==> config.mk <==
export PLATFORM = sky130hd
export DESIGN_NAME = rcd_top
export DESIGN_NICKNAME = d
export VERILOG_FILES = /design/src/rtl/rcd_top.v /design/src/rtl/rcd_divider.v
export VERILOG_INCLUDE_DIRS = /design/src /design/src/pkg
export SDC_FILE = /design/constraint.sdc
export NUM_CORES = 1
export LEC_CHECK = 0
export BUFFER_PORTS_ARGS = -buffer_cell sky130_fd_sc_hd__buf_2
export CAP_MARGIN = 20
export CORE_MARGIN = 1.5
export CORE_UTILIZATION = 24
export CTS_BUF_LIST = sky130_fd_sc_hd__clkbuf_4
export CTS_CLUSTER_SIZE = 25
export DETAILED_ROUTE_END_ITERATION = 7
export GPL_ROUTABILITY_DRIVEN = 1
export SYNTH_ARGS = -nofsm -noshare
export SYNTH_HDL_FRONTEND = slang
export SYNTH_SLANG_ARGS = --single-unit
==> constraint.sdc <==
create_clock -name aclk -period 13.15 [get_ports aclk]
set_clock_uncertainty 0.05 [all_clocks]
set_input_delay 2.63 -clock aclk [delete_from_list [all_inputs] [get_ports aclk]]
set_output_delay 2.63 -clock aclk [all_outputs]
set_load 0.05 [all_outputs]
==> src/pkg/rcd_consts.vh <==
// =====================================================================
// Register map and field layout of the reference clock divider.
// =====================================================================
`ifndef RCD_CONSTS_VH
`define RCD_CONSTS_VH

// Bus address width in bits, byte addressed.
`define RCD_ADDR_W          4

// =====================================================================
// Register offsets.
// =====================================================================
`define RCD_CTRL_ADDR       4'h0
`define RCD_STAT_ADDR       4'h4

// =====================================================================
// Control register fields.
// =====================================================================
`define RCD_CTRL_RESET      8'h30
`define RCD_CTRL_EN_BIT     7
`define RCD_CTRL_OE_BIT     6
`define RCD_CTRL_SLEW_BIT   5
`define RCD_CTRL_DUTY_HI    4
`define RCD_CTRL_DUTY_LO    3
`define RCD_CTRL_DIV_HI     2
`define RCD_CTRL_DIV_LO     0

// =====================================================================
// Status register fields.
// =====================================================================
`define RCD_STAT_RUN_BIT    0
`define RCD_STAT_PINREF_BIT 1
`define RCD_STAT_CONFL_BIT  2
`define RCD_STAT_INSTR_BIT  3

// =====================================================================
// Duty select codes.
// =====================================================================
`define RCD_DUTY_0          2'h0
`define RCD_DUTY_25         2'h1
`define RCD_DUTY_50         2'h2
`define RCD_DUTY_75         2'h3

// =====================================================================
// Bus responses.
// =====================================================================
`define RCD_RESP_OKAY       2'h0
`define RCD_RESP_SLVERR     2'h2

`endif

==> src/rtl/rcd_top.v <==
// Behaviour
// - The system clock aclk is the only source of the reference clock.
// - The divided clock also feeds the modulator as an internal clock.
// - The divider runs only while the module enable bit 7 is set.
// - The pin carries the reference clock only when pin enable bit 6 is set.
// - A three-bit field in bits 2 to 0 selects one of eight ratios.
// - Code 000 passes the base clock unchanged, unless 0% duty is chosen.
// - At divide by two, 25% and 75% duty are only approximate.
// - Duty select field in bits 4 to 3 shapes the output high time.
// - Bit 5 set limits pin slew rate; clearing it removes the limit.
// - Reset disables the module and restores register defaults; firmware reinitialises.
// - Crystal oscillator modes keep the shared pin as an oscillator input.
// - Instruction clock control 0 drives Fosc/4 on the pin unless a crystal oscillator mode is set.
// - A pin conflict still lets the module run for the modulator.
// - In sleep the module stops and outputs hold their levels.
//
// Register access over AXI4-Lite and the placing of the registers are this design's own decisions.
`timescale 1ns/1ps
`default_nettype none
`include "rcd_consts.vh"

module rcd_top (
  input  wire                   aclk,
  input  wire                   aresetn,
  // AXI4-Lite slave.
  input  wire [`RCD_ADDR_W-1:0] s_axi_awaddr,
  input  wire [2:0]             s_axi_awprot,
  input  wire                   s_axi_awvalid,
  output wire                   s_axi_awready,
  input  wire [31:0]            s_axi_wdata,
  input  wire [3:0]             s_axi_wstrb,
  input  wire                   s_axi_wvalid,
  output wire                   s_axi_wready,
  output reg  [1:0]             s_axi_bresp,
  output reg                    s_axi_bvalid,
  input  wire                   s_axi_bready,
  input  wire [`RCD_ADDR_W-1:0] s_axi_araddr,
  input  wire [2:0]             s_axi_arprot,
  input  wire                   s_axi_arvalid,
  output wire                   s_axi_arready,
  output reg  [31:0]            s_axi_rdata,
  output reg  [1:0]             s_axi_rresp,
  output reg                    s_axi_rvalid,
  input  wire                   s_axi_rready,
  // Configuration and power state, all from logic on aclk.
  input  wire                   crystal_low_power_mode,
  input  wire                   crystal_mode,
  input  wire                   crystal_high_speed_mode,
  input  wire                   instr_clock_out_control,
  input  wire                   sleep_mode,
  // Internal clock to the modulator.
  output wire                   ref_clock_to_modulator,
  // Shared oscillator pin.
  output wire                   oscillator_pin_two_out,
  output wire                   oscillator_pin_two_oe,
  output wire                   ref_slew_limit_enable
);

  // =====================================================================
  // Control register and decoded fields.
  // =====================================================================
  reg  [7:0] reference_clock_control;
  wire       ref_module_enable;
  wire       ref_pin_output_enable;
  wire [1:0] ref_duty_select;
  wire [2:0] ref_divider_select;

  assign ref_module_enable     = reference_clock_control[`RCD_CTRL_EN_BIT];
  assign ref_pin_output_enable = reference_clock_control[`RCD_CTRL_OE_BIT];
  assign ref_duty_select       = reference_clock_control[`RCD_CTRL_DUTY_HI:`RCD_CTRL_DUTY_LO];
  assign ref_divider_select    = reference_clock_control[`RCD_CTRL_DIV_HI:`RCD_CTRL_DIV_LO];

  // =====================================================================
  // Bus slave: write path.
  // =====================================================================
  reg                   aw_held;
  reg [`RCD_ADDR_W-1:0] aw_addr;
  reg                   w_held;
  reg [31:0]            w_data;
  reg [3:0]             w_strb;
  wire                  do_write;
  wire                  ctrl_write;

  // Each channel is taken once and parked until the response leaves.
  assign s_axi_awready = !aw_held && !s_axi_bvalid;
  assign s_axi_wready  = !w_held && !s_axi_bvalid;
  assign do_write      = aw_held && w_held && !s_axi_bvalid;
  assign ctrl_write    = do_write && (aw_addr == `RCD_CTRL_ADDR) && w_strb[0];

  // Address and data capture, in either order.
  always @(posedge aclk) begin
    if (!aresetn) begin
      aw_held <= 1'b0;
      aw_addr <= {`RCD_ADDR_W{1'b0}};
      w_held  <= 1'b0;
      w_data  <= 32'h00000000;
      w_strb  <= 4'h0;
    end else begin
      if (s_axi_awvalid && s_axi_awready) begin
        aw_held <= 1'b1;
        aw_addr <= s_axi_awaddr;
      end else if (do_write) begin
        aw_held <= 1'b0;
      end
      if (s_axi_wvalid && s_axi_wready) begin
        w_held <= 1'b1;
        w_data <= s_axi_wdata;
        w_strb <= s_axi_wstrb;
      end else if (do_write) begin
        w_held <= 1'b0;
      end
    end
  end

  // Write response; the status word is read only and refuses writes.
  always @(posedge aclk) begin
    if (!aresetn) begin
      s_axi_bvalid <= 1'b0;
      s_axi_bresp  <= `RCD_RESP_OKAY;
    end else if (do_write) begin
      s_axi_bvalid <= 1'b1;
      s_axi_bresp  <= (aw_addr == `RCD_CTRL_ADDR) ? `RCD_RESP_OKAY : `RCD_RESP_SLVERR;
    end else if (s_axi_bready) begin
      s_axi_bvalid <= 1'b0;
    end
  end

  // Control register; only byte lane 0 holds bits.
  always @(posedge aclk) begin
    if (!aresetn) begin
      reference_clock_control <= `RCD_CTRL_RESET;
    end else if (ctrl_write) begin
      reference_clock_control <= w_data[7:0];
    end
  end

  // =====================================================================
  // Clock generation.
  // =====================================================================
  wire shaped;
  wire bypass;
  wire bypass_clock;
  reg  sleep_gate;

  // Sleep freeze
  // The bypass path samples aclk directly, so its level is latched at sleep entry.
  always @(posedge aclk) begin
    if (!aresetn) begin
      sleep_gate <= 1'b0;
    end else begin
      sleep_gate <= sleep_mode;
    end
  end

  rcd_divider u_divider (
    .aclk               (aclk),
    .aresetn            (aresetn),
    .run                (ref_module_enable),
    .hold               (sleep_mode),
    .restart            (ctrl_write),
    .ref_divider_select (ref_divider_select),
    .ref_duty_select    (ref_duty_select),
    .shaped             (shaped)
  );

  // Base clock bypass
  // Code 000 forwards aclk through a gate; it keeps the source duty for any nonzero duty select.
  assign bypass       = (ref_divider_select == 3'h0);
  // Sleep forces the gated clock high, matching aclk's level at the sleep edge.
  assign bypass_clock = ref_module_enable && (ref_duty_select != `RCD_DUTY_0) && (aclk || sleep_gate);

  assign ref_clock_to_modulator = bypass ? bypass_clock : shaped;

  // =====================================================================
  // Instruction clock, Fosc/4 for the shared pin.
  // =====================================================================
  reg [1:0] quarter_cnt;
  reg       instr_clock_out_function;

  // Free-running quarter divider, square output.
  always @(posedge aclk) begin
    if (!aresetn) begin
      quarter_cnt              <= 2'h0;
      instr_clock_out_function <= 1'b0;
    end else if (!sleep_mode) begin
      quarter_cnt              <= quarter_cnt + 2'h1;
      instr_clock_out_function <= (quarter_cnt == 2'h1) || (quarter_cnt == 2'h2);
    end
  end

  // =====================================================================
  // Shared pin arbitration.
  // =====================================================================
  wire crystal_sel;
  wire pin_instr;
  wire pin_ref;

  assign crystal_sel = crystal_low_power_mode || crystal_mode || crystal_high_speed_mode;
  assign pin_instr   = !crystal_sel && !instr_clock_out_control;
  assign pin_ref     = !crystal_sel && instr_clock_out_control && ref_pin_output_enable && ref_module_enable;

  assign oscillator_pin_two_oe  = pin_instr || pin_ref;
  assign oscillator_pin_two_out = pin_instr ? instr_clock_out_function : (pin_ref && ref_clock_to_modulator);
  assign ref_slew_limit_enable  = reference_clock_control[`RCD_CTRL_SLEW_BIT];

  // =====================================================================
  // Bus slave: read path.
  // =====================================================================
  wire [7:0] status_word;

  assign status_word = {4'h0, pin_instr,
                        crystal_sel || !instr_clock_out_control,
                        pin_ref, ref_module_enable};
  assign s_axi_arready = !s_axi_rvalid;

  // Read data one cycle after the address is taken.
  always @(posedge aclk) begin
    if (!aresetn) begin
      s_axi_rvalid <= 1'b0;
      s_axi_rdata  <= 32'h00000000;
      s_axi_rresp  <= `RCD_RESP_OKAY;
    end else if (s_axi_arvalid && s_axi_arready) begin
      s_axi_rvalid <= 1'b1;
      case (s_axi_araddr)
        `RCD_CTRL_ADDR: begin
          s_axi_rdata <= {24'h000000, reference_clock_control};
          s_axi_rresp <= `RCD_RESP_OKAY;
        end
        `RCD_STAT_ADDR: begin
          s_axi_rdata <= {24'h000000, status_word};
          s_axi_rresp <= `RCD_RESP_OKAY;
        end
        default: begin
          s_axi_rdata <= 32'h00000000;
          s_axi_rresp <= `RCD_RESP_SLVERR;
        end
      endcase
    end else if (s_axi_rready) begin
      s_axi_rvalid <= 1'b0;
    end
  end

endmodule // rcd_top

`default_nettype wire

==> src/rtl/rcd_divider.v <==
`timescale 1ns/1ps
`default_nettype none
`include "rcd_consts.vh"

// =====================================================================
// Power-of-two divider with duty shaping for ratios 2 to 128.
// =====================================================================
module rcd_divider (
  input  wire       aclk,
  input  wire       aresetn,
  input  wire       run,
  input  wire       hold,
  input  wire       restart,
  input  wire [2:0] ref_divider_select,
  input  wire [1:0] ref_duty_select,
  output reg        shaped
);

  reg  [6:0] cnt;
  wire [6:0] cnt_mask;
  wire [6:0] next_cnt;

  // High time in aclk cycles for one period; never zero unless duty is 0% or the ratio select is 000.
  function [7:0] high_len;
    input [2:0] div;
    input [1:0] duty;
    reg   [7:0] period;
    begin
      period = 8'h01 << div;
      case (duty)
        `RCD_DUTY_0:  high_len = 8'h00;
        `RCD_DUTY_25: high_len = period >> 2;
        `RCD_DUTY_50: high_len = period >> 1;
        default:      high_len = period - (period >> 2);
      endcase
      // At divide by two a quarter period is below one cycle, so it rounds up.
      if ((duty != `RCD_DUTY_0) && (high_len == 8'h00)) begin
        high_len = 8'h01;
      end
      // At divide by two three quarters would fill the whole period and stop the clock.
      if (high_len >= period) begin
        high_len = period - 8'h01;
      end
    end
  endfunction

  assign cnt_mask = 7'h7f >> (3'h7 - ref_divider_select);
  assign next_cnt = (cnt + 7'h01) & cnt_mask;

  // Counter and registered output; hold freezes both as the halted clock would.
  always @(posedge aclk) begin
    if (!aresetn || !run || restart) begin
      cnt    <= 7'h7f; // Wraps to zero next, so the first high time is a whole one.
      shaped <= 1'b0;
    end else if (!hold) begin
      cnt    <= next_cnt;
      shaped <= ({1'b0, next_cnt} < high_len(ref_divider_select, ref_duty_select));
    end
  end

endmodule // rcd_divider

`default_nettype wire

==> impl_metrics.yaml <==
clocking:
  clk_pin_slew_ns: 0.13
  cts_tree: "yes"
  clock_latency_ns: 0.47
  cts_resized: 0
  cts_setup_buffers: 0
  cts_hold_buf: 0
drt:
  first_pass_iters: 4
  vias: 2807
  route.detailed.drc: 0
  dr.first_iter.drc_count: 103
  vias_per_cell: 4.64
  routedWlPerCell_um: 12.4
  ant_nets: 0
  routed_wl_mm: 7.49
cells_and_area:
  seq_area_um2: 921
  final_cells: 605
  area_growth_pct: 13.1
  drive_above_1_share: 0.178
  antenna_cells: 0
  final_cell_mix: "buf_2 (47), dfxtp_1 (46), nand2_1 (45)"
  mostFrequentLayoutCell: "buf_2"
  fill_cells: 1416
  multiInputGateArea_um2: 1980
  fin_nets: 510
worst_setup_path:
  crit_required_ns: 10.47
  crit_path_end_kind: "output pin"
  rrSetupSlack_ns: 7.50
  path_class: "clock port to output pin"
  cp_max_fo: 2
  cp.arrival_ns: 8.33
  cp-start-kind: "clock port"
yosys:
  synthFlopType: "dfxtp_1"
  synth_area_leaders: "dfxtp_1 (29%), ha_1 (6.8%), buf_4 (6.2%), mux2i_1 (5.7%), nand2_1 (5.4%)"
  synth_top_area_frac: 0.293
  synth_cell_types: 58
  yosysSeqAreaShare: 0.293
  async_flop_share: 0
  synth_top_cell_by_area: "dfxtp_1"
  synth-edff-count: 0
  syn_area_per_cell_um2: 8.03
  syn_inst: 392
  synth_area_um2: 3150
  ys_warn_count: 0
  synth_seq_cells: 46
timing:
  slew_violations: 0
  tightestPinTransition_ns: 0.852
  tns_ns: 0
  setup_viol: 0
  rsz0062_at_grt: "no"
  relSlewSlack: 0.431
  final_hold_viol_count: 0
  worst_slack_ns: 2.14
power:
  vdd_drop_max_v: 0.0000656
  switching_power_uw: 93.7
  power_frac_seq: 0.467
  p_per_area_nw_per_um2: 88.7
  p_int_uw: 222
  power_frac_clock: 0.382
  total_power_uw: 316
  swShare: 0.297
  pwr-share-comb: 0.151
  p_leak_uw: 0.00145
die:
  core_um2: 12700
  dieWidth_um: 118
  dieArea_um2: 13800
  start_util: 0.247
  die_y_um: 118
  io_pins: 107
  num_rows: 41
global_routing:
  grt_pass1_vias: 2716
  antenna_found_initial: 0
  grt_max_degree: 40
  grt_pass1_wl_mm: 12.5
  overflow: 0
  grt_usage: 0.110
flow_run:
  drv_cap: 0
outcome:
  outcome: "completed"
placement:
  dp_hpwl_mm: 5.42
  place_inst: 586
  gp_congestion: 0.885
  port_buffers: 47
  place_ws_ns: 3.27
worst_hold_path:
  hold_class: "register to register"
-- critical path, cell delays in order --
cell and delay (ns):
clkbuf_4 0.11, clkbuf_4 0.12, clkbuf_4 0.12, clkbuf_4 0.12, clkbuf_4 0.12, clkbuf_4 0.12, o221ai_1 0.23, o21ai_0 0.13
clkbuf_4 0.15, clkbuf_4 0.12, a22o_1 0.21, buf_2 0.21
-- flip-flops by register name, indices dropped and copies added (netlist names) --
register / cells
reference_clock_control: 8
s_axi_rdata: 8
w_data: 8
u_divider.cnt: 7
aw_addr: 4
quarter_cnt: 2
aw_held: 1
s_axi_bresp: 1
s_axi_bvalid: 1
s_axi_rresp: 1
s_axi_rvalid: 1
sleep_gate: 1
u_divider.shaped: 1
w_held: 1
w_strb: 1
-- power groups by stage --
stage,Clock (uW),Sequential (uW),Combinational (uW)
floorplan,0.122,153,42.1
CTS,124,148,47.9
finish,121,147,47.7
global route,132,148,51.2
detailed placement,0.141,151,47.8
global placement,0.141,150,47.2
-- cells by family after synthesis --
| group | count (synthesis) | share of synthesized area |
|---|---|---|
| AND/OR/NAND/NOR | 155 | 0.258 |
| AO/OA/AOI/OAI | 86 | 0.189 |
| buffers and inverters | 60 | 0.109 |
| flip-flops | 46 | 0.293 |
| multiplexers | 18 | 0.0573 |
| adder cells (fa/ha/maj) | 17 | 0.0676 |
| XOR/XNOR | 9 | 0.0251 |
| other | 1 | 0.00119 |
-- worst paths after layout --
path                              startpoint                     end  depth (start not counted)
setup / recovery                        aclk  oscillator_pin_two_out                         12
hold / removal                     w_data[7]               w_data[7]                          2
setup reg to reg  reference_clock_control[1]        u_divider.shaped                         22
hold reg to reg                    w_data[7]               w_data[7]                          2
-- metal layers --
layer	vias up	share of wire	global-route usage
met5	-	0	0
met4	0	0.018	0.0579
li1	1405	-	-
met1	1289	0.47	0.138
met2	99	0.46	0.174
met3	14	0.053	0.0291
-- cell type report --
| type | instances | area share |
|---|---|---|
| clock buffers | 19 | 0.0387 |
| flip-flops and latches | 46 | 0.259 |
| multi-input cells | 311 | 0.556 |
| repair buffers | 47 | 0.0675 |
| well taps | 172 | 0.0605 |
| inverters | 8 | 0.00844 |
| clock inverters | 2 | 0.0105 |
-- stage by stage --
step / area, um2 / hold WS, ns / utilization
after floorplan: 3240 / 0.389 / -
after global placement: 3390 / 0.404 / 0.267
after detailed placement: 3390 / 0.408 / 0.267
after CTS: 3560 / 0.428 / 0.280
after global routing: 3560 / 0.451 / 0.280
final: 3560 / 0.425 / 0.280
-- synth_stat cells (10+ instances only) --
cell / number
mux2i_1: 18
nand3_1: 12
o21ai_0: 13
nor2b_1: 24
nand2b_1: 13
dfxtp_1: 46
nor2_1: 20
ha_1: 17
nand2_1: 45
buf_2: 10
a21boi_0: 11
clkbuf_1: 15
a21oi_1: 20
buf_4: 26
(Power assumes the default switching activity.)
